===== src/include/pig_pkg.sv =====
// package: constants, types and field layouts of the interrupt generation block
package pig_pkg;
  // configuration space locations kept by the device
  localparam logic [11:0] CFG_CMD_OFS      = 12'h004;
  localparam int          CFG_CMD_INTDIS   = 10;
  localparam logic [11:0] CFG_MSI_OFS      = 12'h050;
  localparam int          CFG_MSI_EN_BIT   = 16;
  localparam int          CFG_MSI_MME_LO   = 20;
  localparam int          CFG_MSIX_EN_BIT  = 31;
  localparam int          CFG_MSIX_FM_BIT  = 30;
  localparam logic [11:0] CFG_MSI_ADDR_OFS = 12'h054;
  localparam logic [11:0] CFG_MSI_DATA_OFS = 12'h05C;
  localparam logic [11:0] CFG_AER_RES_OFS  = 12'h830;
  // bridge register offsets on the control register slave
  localparam logic [13:0] REG_STATUS_OFS   = 14'h0040;
  localparam logic [13:0] REG_ENABLE_OFS   = 14'h3070;
  localparam logic [13:0] REG_MAILBOX_OFS  = 14'h0800;
  localparam int          MBOX_BIT_LO      = 16;
  localparam int          NUM_MBOX         = 16;
  localparam int          NUM_IRQ_IN       = 16;
  localparam logic [31:0] ENABLE_RESET     = 32'h0000_0000;
  // msi vector classes with all 32 or with four allocated
  localparam logic [4:0]  VEC_SYSERR_32    = 5'h1F;
  localparam logic [4:0]  VEC_PME_32       = 5'h1E;
  localparam logic [4:0]  VEC_SYSERR_4     = 5'h03;
  localparam logic [4:0]  VEC_PME_4        = 5'h02;
  localparam logic [2:0]  MME_32           = 3'h5;
  localparam logic [2:0]  traffic_class_zero = 3'h0;
  // tlp header fields
  localparam logic [6:0]  TLP_MWR32        = 7'h40;
  localparam logic [6:0]  TLP_MSG_ASSERT   = 7'h34;
  localparam logic [7:0]  MSG_ASSERT_A     = 8'h20;
  localparam logic [7:0]  MSG_DEASSERT_A   = 8'h24;
  localparam logic [3:0]  LAST_BE_NONE     = 4'h0;
  localparam logic [3:0]  FIRST_BE_ALL     = 4'hF;

  typedef enum logic [1:0] {
    PIG_MODE_LEGACY = 2'b00,
    PIG_MODE_MSI    = 2'b01,
    PIG_MODE_MSIX   = 2'b10,
    PIG_MODE_NONE   = 2'b11
  } pig_mode_e;

  // one outgoing interrupt tlp
  typedef struct packed {
    logic [6:0]  fmt_type;
    logic [2:0]  tc;
    logic [3:0]  last_be;
    logic [3:0]  first_be;
    logic [7:0]  msg_code;
    logic [31:0] addr;
    logic [31:0] data;
  } pig_tlp_s;

  // configuration write from the link side
  typedef struct packed {
    logic        wr;
    logic [11:0] addr;
    logic [31:0] data;
  } pig_cfgwr_s;
endpackage


===== src/verilog/pig_top.sv =====
// module: interrupt generation for endpoint, root port and bridge modes
`timescale 1ns/1ps
module pig_top #(
  parameter int NIRQ = pig_pkg::NUM_IRQ_IN
) (
  input  wire logic                  clk_sys,
  input  wire logic                  rst,
  input  wire logic                  root_mode,
  input  wire logic                  msix_impl,
  input  wire pig_pkg::pig_cfgwr_s   cfg_wr,
  input  wire logic                  msi_req_in,
  input  wire logic [2:0]            msi_traffic_class_in,
  input  wire logic [4:0]            msi_num_in,
  input  wire logic                  legacy_irq_vector_in,
  input  wire logic                  pme_event_in,
  input  wire logic                  syserr_event_in,
  input  wire logic [4:0]            aer_msi_num_in,
  input  wire logic [4:0]            pme_msi_ofs_in,
  input  wire logic                  aer_err_log_in,
  input  wire logic                  rx_msg_valid,
  input  wire logic [7:0]            rx_msg_code,
  input  wire logic                  rx_mwr_valid,
  input  wire logic [63:0]           rx_mwr_data,
  input  wire logic [NIRQ-1:0]       bridge_irq_inputs,
  input  wire logic                  crs_wr,
  input  wire logic                  crs_rd,
  input  wire logic [13:0]           crs_addr,
  input  wire logic [31:0]           crs_wdata,
  input  wire logic                  tx_ready,
  output logic                       msi_ack_out,
  output logic                       tx_valid,
  output pig_pkg::pig_tlp_s          tx_tlp,
  output logic [1:0]                 irq_mode,
  output logic [15:0]                config_control_bus,
  output logic                       rx_app_valid,
  output logic [63:0]                rx_app_data,
  output logic [3:0]                 root_int_status,
  output logic [31:0]                aer_root_status,
  output logic [31:0]                crs_rdata,
  output logic                       crs_rvalid
);
  // configuration registers
  logic        intdis_r, msi_en_r, msix_en_r, msix_fmask_r;
  logic [2:0]  mme_r;
  logic [31:0] msi_addr_r;
  logic [15:0] msi_data_r;
  logic [31:0] aer_root_status_r;
  // bridge registers
  logic [31:0] stat_r, enable_r;
  wire  [31:0] stat_nxt;
  logic [NIRQ-1:0] irq_s1_r, irq_s2_r;
  // tlp engine state
  logic        busy_r, ack_r, tx_valid_r, legacy_lvl_r;
  pig_pkg::pig_tlp_s tlp_r;
  logic [3:0]  root_int_r;
  logic        rx_v_r;
  logic [63:0] rx_d_r;
  logic [31:0] rdata_r;
  logic        rvalid_r;
  logic        pend_pme_r, pend_err_r, pend_aer_r;

  pig_pkg::pig_mode_e mode;
  wire cfg_cmd  = cfg_wr.wr && cfg_wr.addr == pig_pkg::CFG_CMD_OFS;
  wire cfg_msi  = cfg_wr.wr && cfg_wr.addr == pig_pkg::CFG_MSI_OFS;
  wire cfg_addr = cfg_wr.wr && cfg_wr.addr == pig_pkg::CFG_MSI_ADDR_OFS;
  wire cfg_data = cfg_wr.wr && cfg_wr.addr == pig_pkg::CFG_MSI_DATA_OFS;
  wire cfg_aer  = cfg_wr.wr && cfg_wr.addr == pig_pkg::CFG_AER_RES_OFS;

  // mode resolves one type; msi outranks msix outranks wire
  always_comb begin
    if (msi_en_r) mode = pig_pkg::PIG_MODE_MSI;
    else if (msix_en_r && msix_impl) mode = pig_pkg::PIG_MODE_MSIX;
    else if (!intdis_r) mode = pig_pkg::PIG_MODE_LEGACY;
    else mode = pig_pkg::PIG_MODE_NONE;
  end
  wire msi_mode = (mode == pig_pkg::PIG_MODE_MSI);
  wire leg_mode = (mode == pig_pkg::PIG_MODE_LEGACY);

  // configuration writes; power-up leaves msi off so wire mode rules
  always_ff @(posedge clk_sys) begin
    if (rst) begin
      intdis_r <= 1'b0; msi_en_r <= 1'b0; mme_r <= 3'h0;
      msix_en_r <= 1'b0; msix_fmask_r <= 1'b0;
      msi_addr_r <= 32'h0000_0000; msi_data_r <= 16'h0000;
    end else begin
      if (cfg_cmd) intdis_r <= cfg_wr.data[pig_pkg::CFG_CMD_INTDIS];
      if (cfg_msi) begin
        msi_en_r <= cfg_wr.data[pig_pkg::CFG_MSI_EN_BIT];
        mme_r    <= cfg_wr.data[pig_pkg::CFG_MSI_MME_LO +: 3];
        msix_en_r    <= cfg_wr.data[pig_pkg::CFG_MSIX_EN_BIT];
        msix_fmask_r <= cfg_wr.data[pig_pkg::CFG_MSIX_FM_BIT];
      end
      if (cfg_addr) msi_addr_r <= cfg_wr.data;
      if (cfg_data) msi_data_r <= cfg_wr.data[15:0];
    end
  end

  // bridge interrupt inputs come from outside: two flops first
  always_ff @(posedge clk_sys) begin
    if (rst) begin
      irq_s1_r <= '0; irq_s2_r <= '0;
    end else begin
      irq_s1_r <= bridge_irq_inputs;
      irq_s2_r <= irq_s1_r;
    end
  end

  // status: input bits follow level, mailbox bits sticky, set beats clear
  wire crs_wr_stat = crs_wr && crs_addr == pig_pkg::REG_STATUS_OFS;
  wire crs_wr_en   = crs_wr && crs_addr == pig_pkg::REG_ENABLE_OFS;
  wire crs_wr_mbox = crs_wr && crs_addr[13:4] == pig_pkg::REG_MAILBOX_OFS[13:4];
  wire [31:0] mbox_set = crs_wr_mbox ? (32'h1 << (pig_pkg::MBOX_BIT_LO + crs_addr[3:0])) : 32'h0;
  genvar gi;
  generate
    for (gi = 0; gi < 32; gi++) begin : g_stat
      if (gi < NIRQ) begin : g_in
        assign stat_nxt[gi] = irq_s2_r[gi];
      end else if (gi >= pig_pkg::MBOX_BIT_LO) begin : g_mb
        assign stat_nxt[gi] = mbox_set[gi] | (stat_r[gi] & ~(crs_wr_stat & crs_wdata[gi]));
      end else begin : g_rs
        assign stat_nxt[gi] = 1'b0;
      end
    end
  endgenerate

  always_ff @(posedge clk_sys) begin
    if (rst) begin
      stat_r <= 32'h0000_0000; enable_r <= pig_pkg::ENABLE_RESET;
    end else begin
      stat_r <= stat_nxt;
      if (crs_wr_en) enable_r <= crs_wdata;
    end
  end

  // register reads, answered one cycle after the strobe
  wire [31:0] rd_mux = (crs_addr == pig_pkg::REG_STATUS_OFS) ? stat_r :
                       (crs_addr == pig_pkg::REG_ENABLE_OFS) ? enable_r : 32'h0000_0000;
  always_ff @(posedge clk_sys) begin
    if (rst) begin
      rdata_r <= 32'h0; rvalid_r <= 1'b0;
    end else begin
      rvalid_r <= crs_rd;
      rdata_r  <= crs_rd ? rd_mux : 32'h0;
    end
  end

  // enabled pending bits drive the bridge request
  wire        bridge_pend = |(stat_r & enable_r);
  logic       bridge_sent_r;
  wire        bridge_msi  = bridge_pend && !bridge_sent_r && msi_mode && !root_mode;

  // engine selects, declared ahead of the pending flags that read them
  logic sel_err, sel_aer, sel_pme, sel_brg, sel_app, go;

  // internal events wait for the engine
  always_ff @(posedge clk_sys) begin
    if (rst) begin
      pend_pme_r <= 1'b0; pend_err_r <= 1'b0; pend_aer_r <= 1'b0;
    end else begin
      pend_pme_r <= pme_event_in | (pend_pme_r & ~(sel_pme & go));
      pend_err_r <= syserr_event_in | (pend_err_r & ~(sel_err & go));
      pend_aer_r <= (aer_err_log_in & root_mode) | (pend_aer_r & ~(sel_aer & go));
    end
  end

  // priority: system error, aer, power, bridge, application
  assign sel_err = pend_err_r;
  assign sel_aer = !sel_err && pend_aer_r;
  assign sel_pme = !sel_err && !sel_aer && pend_pme_r;
  assign sel_brg = !pend_err_r && !pend_aer_r && !pend_pme_r && bridge_msi;
  assign sel_app = !pend_err_r && !pend_aer_r && !pend_pme_r && !bridge_msi && msi_req_in && !ack_r;
  assign go = msi_mode && !busy_r && (sel_err | sel_aer | sel_pme | sel_brg | sel_app);

  logic [1:0] cls;
  logic [4:0] num;
  logic [15:0] vec_data;
  assign cls = sel_err ? 2'd2 : (sel_pme ? 2'd1 : 2'd0);
  assign num = sel_aer ? aer_msi_num_in : (sel_pme && root_mode ? pme_msi_ofs_in : msi_num_in);

  pig_msi_vec u_vec (
    .alloc_mme (mme_r),
    .app_num   (num),
    .src_class (root_mode && sel_pme ? 2'd0 : cls),
    .base_data (msi_data_r),
    .msg_data  (vec_data)
  );

  // wire-interrupt level: app vector or bridge pending
  wire leg_want = leg_mode && (legacy_irq_vector_in | bridge_pend) && !root_mode;
  wire leg_go   = !busy_r && !go && (leg_want != legacy_lvl_r);

  // single tlp engine; holds the tlp until the link takes it
  always_ff @(posedge clk_sys) begin
    if (rst) begin
      busy_r <= 1'b0; tx_valid_r <= 1'b0; ack_r <= 1'b0;
      legacy_lvl_r <= 1'b0; bridge_sent_r <= 1'b0;
      tlp_r <= '0;
    end else begin
      ack_r <= go && sel_app;
      if (!bridge_pend) bridge_sent_r <= 1'b0;
      if (go) begin
        busy_r <= 1'b1; tx_valid_r <= 1'b1;
        tlp_r.fmt_type <= pig_pkg::TLP_MWR32;
        tlp_r.tc <= sel_app ? msi_traffic_class_in : pig_pkg::traffic_class_zero;
        tlp_r.last_be <= pig_pkg::LAST_BE_NONE;
        tlp_r.first_be <= pig_pkg::FIRST_BE_ALL;
        tlp_r.msg_code <= 8'h00;
        tlp_r.addr <= msi_addr_r;
        tlp_r.data <= {16'h0000, vec_data};
        if (sel_brg) bridge_sent_r <= 1'b1;
      end else if (leg_go) begin
        busy_r <= 1'b1; tx_valid_r <= 1'b1; legacy_lvl_r <= leg_want;
        tlp_r.fmt_type <= pig_pkg::TLP_MSG_ASSERT;
        tlp_r.tc <= pig_pkg::traffic_class_zero;
        tlp_r.last_be <= pig_pkg::LAST_BE_NONE;
        tlp_r.first_be <= pig_pkg::LAST_BE_NONE;
        tlp_r.msg_code <= leg_want ? pig_pkg::MSG_ASSERT_A : pig_pkg::MSG_DEASSERT_A;
        tlp_r.addr <= 32'h0; tlp_r.data <= 32'h0;
      end else if (tx_valid_r && tx_ready) begin
        busy_r <= 1'b0; tx_valid_r <= 1'b0;
      end
    end
  end

  // root port: msi writes pass, wire messages map to status bits
  always_ff @(posedge clk_sys) begin
    if (rst) begin
      root_int_r <= 4'h0; rx_v_r <= 1'b0; rx_d_r <= 64'h0;
      aer_root_status_r <= 32'h0;
    end else begin
      rx_v_r <= root_mode && rx_mwr_valid;
      rx_d_r <= rx_mwr_data;
      if (root_mode && rx_msg_valid && rx_msg_code[7:3] == pig_pkg::MSG_ASSERT_A[7:3]) begin
        root_int_r[rx_msg_code[1:0]] <= ~rx_msg_code[2];
      end
      if (root_mode && aer_err_log_in) aer_root_status_r[0] <= 1'b1;
      else if (cfg_aer && cfg_wr.data[0]) aer_root_status_r[0] <= 1'b0;
    end
  end

  // command, msi and msix control bits exposed for the app's own writes
  logic [15:0] ccb_r;
  logic [1:0]  mode_r;
  always_ff @(posedge clk_sys) begin
    if (rst) begin
      ccb_r <= 16'h0; mode_r <= 2'b00;
    end else begin
      ccb_r  <= {12'h000, msix_fmask_r, msix_en_r && msix_impl, msi_en_r, intdis_r};
      mode_r <= mode;
    end
  end

  assign msi_ack_out        = ack_r;
  assign tx_valid           = tx_valid_r;
  assign tx_tlp             = tlp_r;
  assign irq_mode           = mode_r;
  assign config_control_bus = ccb_r;
  assign rx_app_valid       = rx_v_r;
  assign rx_app_data        = rx_d_r;
  assign root_int_status    = root_int_r;
  assign aer_root_status    = aer_root_status_r;
  assign crs_rdata          = rdata_r;
  assign crs_rvalid         = rvalid_r;

  // checks
  AST_ACK_AFTER_REQ: assert property (@(posedge clk_sys) disable iff (rst)
    msi_ack_out |-> $past(msi_req_in) && $past(msi_mode)) else $error("ack without request");
  AST_ONE_TLP: assert property (@(posedge clk_sys) disable iff (rst)
    msi_ack_out |-> tx_valid && tx_tlp.fmt_type == pig_pkg::TLP_MWR32) else $error("ack without write");
  AST_APP_TC: assert property (@(posedge clk_sys) disable iff (rst)
    msi_ack_out |-> tx_tlp.tc == $past(msi_traffic_class_in)) else $error("app tc lost");
  AST_INT_TC0: assert property (@(posedge clk_sys) disable iff (rst)
    $rose(tx_valid) && !msi_ack_out |-> tx_tlp.tc == pig_pkg::traffic_class_zero) else $error("internal tc");
  AST_NO_MSI_IN_LEGACY: assert property (@(posedge clk_sys) disable iff (rst)
    !msi_en_r |=> !msi_ack_out) else $error("msi in wire mode");
  AST_ONE_MODE: assert property (@(posedge clk_sys) disable iff (rst)
    $onehot0({msi_mode, leg_mode, mode == pig_pkg::PIG_MODE_MSIX})) else $error("two modes");
  AST_ENABLE_GATE: assert property (@(posedge clk_sys) disable iff (rst)
    sel_brg |-> |(stat_r & enable_r)) else $error("disabled bit sent");
  AST_MBOX_SET: assert property (@(posedge clk_sys) disable iff (rst)
    crs_wr_mbox |=> stat_r[pig_pkg::MBOX_BIT_LO + $past(crs_addr[3:0])]) else $error("mailbox not set");
  AST_TLP_HOLD: assert property (@(posedge clk_sys) disable iff (rst)
    tx_valid && !tx_ready |=> tx_valid && $stable(tx_tlp)) else $error("tlp dropped");
  COV_APP_MSI: cover property (@(posedge clk_sys) disable iff (rst) msi_ack_out);
  COV_LEGACY: cover property (@(posedge clk_sys) disable iff (rst) leg_go);
  COV_BRIDGE: cover property (@(posedge clk_sys) disable iff (rst) go && sel_brg);
endmodule


===== src/verilog/pig_msi_vec.sv =====
// module: maps an interrupt class onto the allocated msi vector
`timescale 1ns/1ps
module pig_msi_vec (
  input  wire logic [2:0] alloc_mme,
  input  wire logic [4:0] app_num,
  input  wire logic [1:0] src_class,
  input  wire logic [15:0] base_data,
  output logic [15:0]      msg_data
);
  logic [4:0] vec_mask;
  logic [4:0] vec_sel;
  logic       full32;

  // allocated count is 2**mme; app bits above it are dropped
  assign vec_mask = 5'((6'd1 << alloc_mme) - 6'd1);
  assign full32   = (alloc_mme == pig_pkg::MME_32);

  // class 0 app, 1 power/hot plug, 2 system error
  always_comb begin
    unique case (src_class)
      2'd1:    vec_sel = full32 ? pig_pkg::VEC_PME_32 : pig_pkg::VEC_PME_4;
      2'd2:    vec_sel = full32 ? pig_pkg::VEC_SYSERR_32 : pig_pkg::VEC_SYSERR_4;
      default: vec_sel = app_num & vec_mask;
    endcase
  end

  // low data bits carry the vector
  assign msg_data = {base_data[15:5], (base_data[4:0] & ~vec_mask) | (vec_sel & vec_mask)};
endmodule


===== config.mk =====
export PLATFORM = sky130hd
export DESIGN_NAME = pig_top
export DESIGN_NICKNAME = d
export VERILOG_FILES = /design/src/include/pig_pkg.sv /design/src/verilog/pig_top.sv /design/src/verilog/pig_msi_vec.sv
export SDC_FILE = /design/constraint.sdc
export NUM_CORES = 1
export LEC_CHECK = 0
export ABC_CLOCK_PERIOD_IN_PS = 3060
export BUFFER_PORTS_ARGS = -buffer_cell sky130_fd_sc_hd__buf_2
export CORE_AREA = 2 2 176 178
export CTS_BUF_LIST = sky130_fd_sc_hd__clkbuf_16
export DETAILED_ROUTE_END_ITERATION = 6
export DIE_AREA = 0 0 178 180
export PLACE_DENSITY = 0.76
export SETUP_SLACK_MARGIN = 0.3
export SYNTH_ARGS = -nofsm -noshare
export SYNTH_HDL_FRONTEND = slang
export SYNTH_SLANG_ARGS = --single-unit

===== constraint.sdc =====
create_clock -name clk_sys -period 3.06 [get_ports clk_sys]
set_clock_uncertainty 0.05 [all_clocks]
set_input_delay 0.153 -clock clk_sys [delete_from_list [all_inputs] [get_ports clk_sys]]
set_output_delay 0.153 -clock clk_sys [all_outputs]
set_load 0.01 [all_outputs]

==> results_tabular.tex <==
\begin{tabular}{lr}
\hline
Metric & Value \\
\hline
\multicolumn{2}{l}{\textbf{Run status}} \\
\quad Outcome & completed \\
\multicolumn{2}{l}{\textbf{Global route}} \\
\quad Number of global-route vias before repair & roughly 10000 \\
\quad Antenna violations before repair & 0 \\
\quad Global-route wire length before repair & 54860 µm \\
\quad Maximum number of pins on one net before global-route repair & between 100 and 150 \\
\quad Global-route congestion overflow total & 0 \\
\quad Global Route Usage Sum & about 21\% \\
\multicolumn{2}{l}{\textbf{Synthesis}} \\
\quad Share of synthesized area spent on multiplexers & 1.217\% \\
\quad Compound-gate portion of the synthesized area & between 10\% and 20\% \\
\quad Synthesis-stage register bit count & $\sim$320 \\
\quad Synthesized-area fraction occupied by adder cells & less than 1\% \\
\quad Synthesized-area fraction occupied by and/or/nand/nor cells & 19.49\% \\
\quad Leading cell types by count after synthesis & 321 x dfxtp\_1, 212 x nand2\_1, 117 x nor2b\_1 \\
\quad Most repeated cell in the gate-level netlist after synthesis & dfxtp\_1 \\
\quad Post-synthesis cell count & approximately 1200 \\
\quad Sequential area share after synthesis & roughly 56\% \\
\quad YS warnings & 0 \\
\quad Synth Flop Type & dfxtp\_1 \\
\quad Syn Area/Cell & 9.456 µm² \\
\quad Netlist area before placement & approximately 12000 µm² \\
\quad Combinational family with the most area after synthesis & simple AND/OR/NAND/NOR gates \\
\quad Biggest area contributors in the synthesized netlist & dfxtp\_1 56\%, nand2\_1 6.9\%, nor2b\_1 6.4\% \\
\quad Share of flip-flops with an asynchronous set or reset & 0\% \\
\quad Number of synthesized flops with an enable pin & 0 \\
\quad Count of unique library cells instantiated by Yosys & 56 \\
\quad Proportion of netlist area held by the largest area contributor & between 50\% and 60\% \\
\quad Post-synthesis cell type with the largest combined area & dfxtp\_1 \\
\quad Fraction of synthesized cell area in xor and xnor cells & 0.07605\% \\
\multicolumn{2}{l}{\textbf{Clock tree}} \\
\quad Number of buffers created by CTS & 35 \\
\quad Clock tree buffer depth & 3 \\
\quad Later-pin clock latency in the skew report & 0.50 ns \\
\quad H-tree depth & 2 \\
\quad Root Driver & clkbuf\_16 \\
\quad Clock transition time at the flip-flop clock pins of the worst setup and hold paths & about 0.060 ns \\
\quad Number of clock sinks seen by CTS & roughly 320 \\
\quad TritonCTS clock tree & yes \\
\multicolumn{2}{l}{\textbf{Critical path}} \\
\quad Crit. End Element & flop \\
\quad Worst Path Class, Setup & reg -> reg \\
\quad Crit path launch type & flop \\
\quad Worst endpoint data arrival time & between 3 and 4 ns \\
\quad Required time of the critical path & 3.40 ns \\
\quad Maximum fanout along the worst path & 26 \\
\multicolumn{2}{l}{\textbf{Routing}} \\
\quad Iteration-0 DRC count of the detailed router & 851 \\
\quad Post-route ant nets & 0 \\
\quad Vias per cell & between 4 and 5 \\
\quad Via Count & 10685 \\
\quad Total Wirelength & 36130 µm \\
\quad Per-cell routed wire length & 16.65 µm \\
\quad Drt pass-1 iters & 5 \\
\quad Post-route DRC violation count & 0 \\
\multicolumn{2}{l}{\textbf{Placement}} \\
\quad Global placer's final weighted congestion & between 0.8 and 0.9 \\
\quad Count of buffers from port buffering & approximately 380 \\
\quad Number of cells after detailed placement & 1933 \\
\quad Detailed placer's ending HPWL & 23510 µm \\
\multicolumn{2}{l}{\textbf{Floorplan}} \\
\quad Effective utilization at floorplan & 38.15\% \\
\quad Die width & between 150 and 200 µm \\
\quad Area of the die & about 32000 µm² \\
\quad Number of I/O pins & 455 \\
\quad Floorplan row count & between 60 and 70 \\
\quad Placeable core region & 30190 µm² \\
\quad Die height & around 180 µm \\
\multicolumn{2}{l}{\textbf{Cells and area}} \\
\quad Share of post-route cells with drive strength above 1 & between 20\% and 30\% \\
\quad Util after Layout & between 50\% and 60\% \\
\quad Final cell count without fillers & about 2200 \\
\quad Layout overhead on the synthesized area & 42.02\% \\
\quad Number of diodes added for antenna fixing & 0 \\
\quad Fillers & approximately 2600 \\
\quad Final \#Nets & $\sim$2000 \\
\multicolumn{2}{l}{\textbf{STA}} \\
\quad Tightest slew margin relative to the limit & 52.13\% \\
\quad Fraction of the cycle the final worst path needs & 87.44\% \\
\quad F\_max & about 0.37 GHz \\
\quad Post-layout min period & 2.676 ns \\
\quad Final hold violations & 0 \\
\quad Final Setup Violations & 0 \\
\quad Actual slew at the worst max-slew pin & 0.7126 ns \\
\quad Unrepaired setup endpoints after global routing & false \\
\quad Total count of max-transition violations in the final report & 0 \\
\quad Total negative slack for setup checks & 0 ns \\
\multicolumn{2}{l}{\textbf{Min path}} \\
\quad Path class of the lowest-slack min-delay path & in -> reg \\
\multicolumn{2}{l}{\textbf{Pwr}} \\
\quad Maximum ir drop on the vdd rail & 355.1 µV \\
\quad Total chip power & 8.853 mW \\
\quad Total power per unit cell area & around 540 nW/µm² \\
\quad Cell leakage power & slightly above 7 nW \\
\multicolumn{2}{l}{\textbf{Job}} \\
\quad Max cap viols & 0 \\
\hline
\end{tabular}
-- state kept, by name (all words and copies together), names as in the netlist, 2 cells and up --
| register | flops |
|---|---|
| config_control_bus | 4 |
| irq_s1_r | 16 |
| irq_mode | 2 |
| root_int_status | 4 |
| enable_r | 32 |
| rx_app_data | 64 |
| msi_data_r | 16 |
| tx_tlp | 54 |
| mme_r | 3 |
| irq_s2_r | 16 |
| msi_addr_r | 32 |
| crs_rdata | 32 |
| stat_r | 32 |
-- through the flow --
stage	worst slack (ns)	hold WS (ns)	cell area [µm²]
5_1_grt	0.3121	0.03461	16360
6_report	0.3844	0.03255	16360
3_3_place_gp	0.3299	0.3098	13480
2_1_floorplan	0.5177	0.1986	11780
3_5_place_dp	0.3131	0.3162	13480
4_1_cts	0.3078	0.00003209	16300
-- cell type report --
cell class	instances	area (µm²)	area share, %
flip-flops and latches	321	6426	39.29
multi-input cells	796	4404	26.93
repair buffers	584	3935	24.06
clock buffers	37	925.9	5.661
well taps	396	495.5	3.029
clock inverters	20	110.1	0.6731
inverters	16	60.06	0.3672
-- power breakdown --
part / total (mW) / switching [mW] / leakage [nW] / internal (mW)
sequential: 4.29 / 0.0310 / 2.61 / 4.26
combinational: 0.718 / 0.356 / 3.95 / 0.362
clock: 3.84 / 1.60 / 0.525 / 2.25
-- cells by family (layout without fill, tap and decap cells) --
logic type / count (synthesis) / count (layout)
adders and majority gates: 1 / 1
DFF: 321 / 321
and+or+nand+nor: 466 / 466
xor gates and xnor gates: 1 / 1
buffers and inverters: 172 / 657
other: 1 / 72
AOI/OAI and AO/OA: 242 / 242
muxes: 14 / 14
-- layout by cell type (no fill, tap or decap), types with 3 or more instances in the layout --
| cell type | Yosys | routed |
|---|---|---|
| nor2_1 | 66 | 66 |
| nand4_1 | 7 | 7 |
| inv_1 | 16 | 20 |
| clkinv_1 | 0 | 11 |
| dfxtp_1 | 321 | 321 |
| or4_1 | 3 | 3 |
| nor3_1 | 15 | 14 |
| and3_1 | 4 | 3 |
| or3_1 | 5 | 5 |
| nand2_1 | 212 | 212 |
| buf_12 | 0 | 3 |
| clkbuf_16 | 0 | 38 |
| a32o_2 | 6 | 6 |
| buf_4 | 79 | 20 |
| nand2b_1 | 4 | 4 |
| dlygate4sd3_1 | 0 | 178 |
| nor4_1 | 4 | 3 |
| a31oi_1 | 3 | 3 |
| nand3_1 | 9 | 9 |
| clkinv_2 | 0 | 3 |
| a21boi_0 | 3 | 3 |
| a22oi_1 | 48 | 44 |
| a211oi_1 | 4 | 4 |
| nand4b_1 | 3 | 3 |
| conb_1 | 1 | 72 |
| o211ai_1 | 3 | 3 |
| a22oi_2 | 1 | 5 |
| buf_2 | 3 | 381 |
| o21ai_0 | 7 | 7 |
| a21oi_1 | 109 | 108 |
| nor3b_1 | 3 | 3 |
| mux2i_1 | 14 | 14 |
| a32o_1 | 43 | 43 |
| nor2b_1 | 117 | 117 |
-- timing repair --
action / 4_1_cts / 5_1_grt
gates resized for setup: 0 / 5
gates cloned: 0 / 1
hold buffers: 178 / 0
setup endpoints to repair: 1 / 50
endpoints found under the hold margin: 200 / 0
buffers inserted: 0 / 1
pin swaps: 1 / 2
-- worst max-delay path, cell delays in order (launching register included) --
cell and delay (ns):
dfxtp_1 0.33, a22oi_2 0.19, nand4_1 0.15, or4_4 0.59
or4_4 0.55, and3_4 0.23, clkbuf_16 0.20, a32o_1 0.28
-- metal layers --
| metal | global-route usage [%] | wire length (µm) | vias to the layer above |
|---|---|---|---|
| met1 | 26.24 | 14240 | 4988 |
| li1 | - | - | 5054 |
| met2 | 34.71 | 17040 | 522 |
| met3 | 5.478 | 3064 | 121 |
| met4 | 10.98 | 1789 | 0 |
| met5 | 0 | 0 | - |
-- path summary, 6_finish.rpt --
kind                startpoint            to  slack, ns  cells past startpoint
hold reg to reg   irq_s1_r[15]  irq_s2_r[15]       0.38                      1
setup reg to reg    stat_r[29]    tx_tlp[61]       0.38                      7
setup / recovery    stat_r[29]    tx_tlp[61]       0.38                      7
hold / removal     crs_addr[3]    stat_r[22]       0.03                      4
No activity file was read; power rests on OpenSTA's default activity.
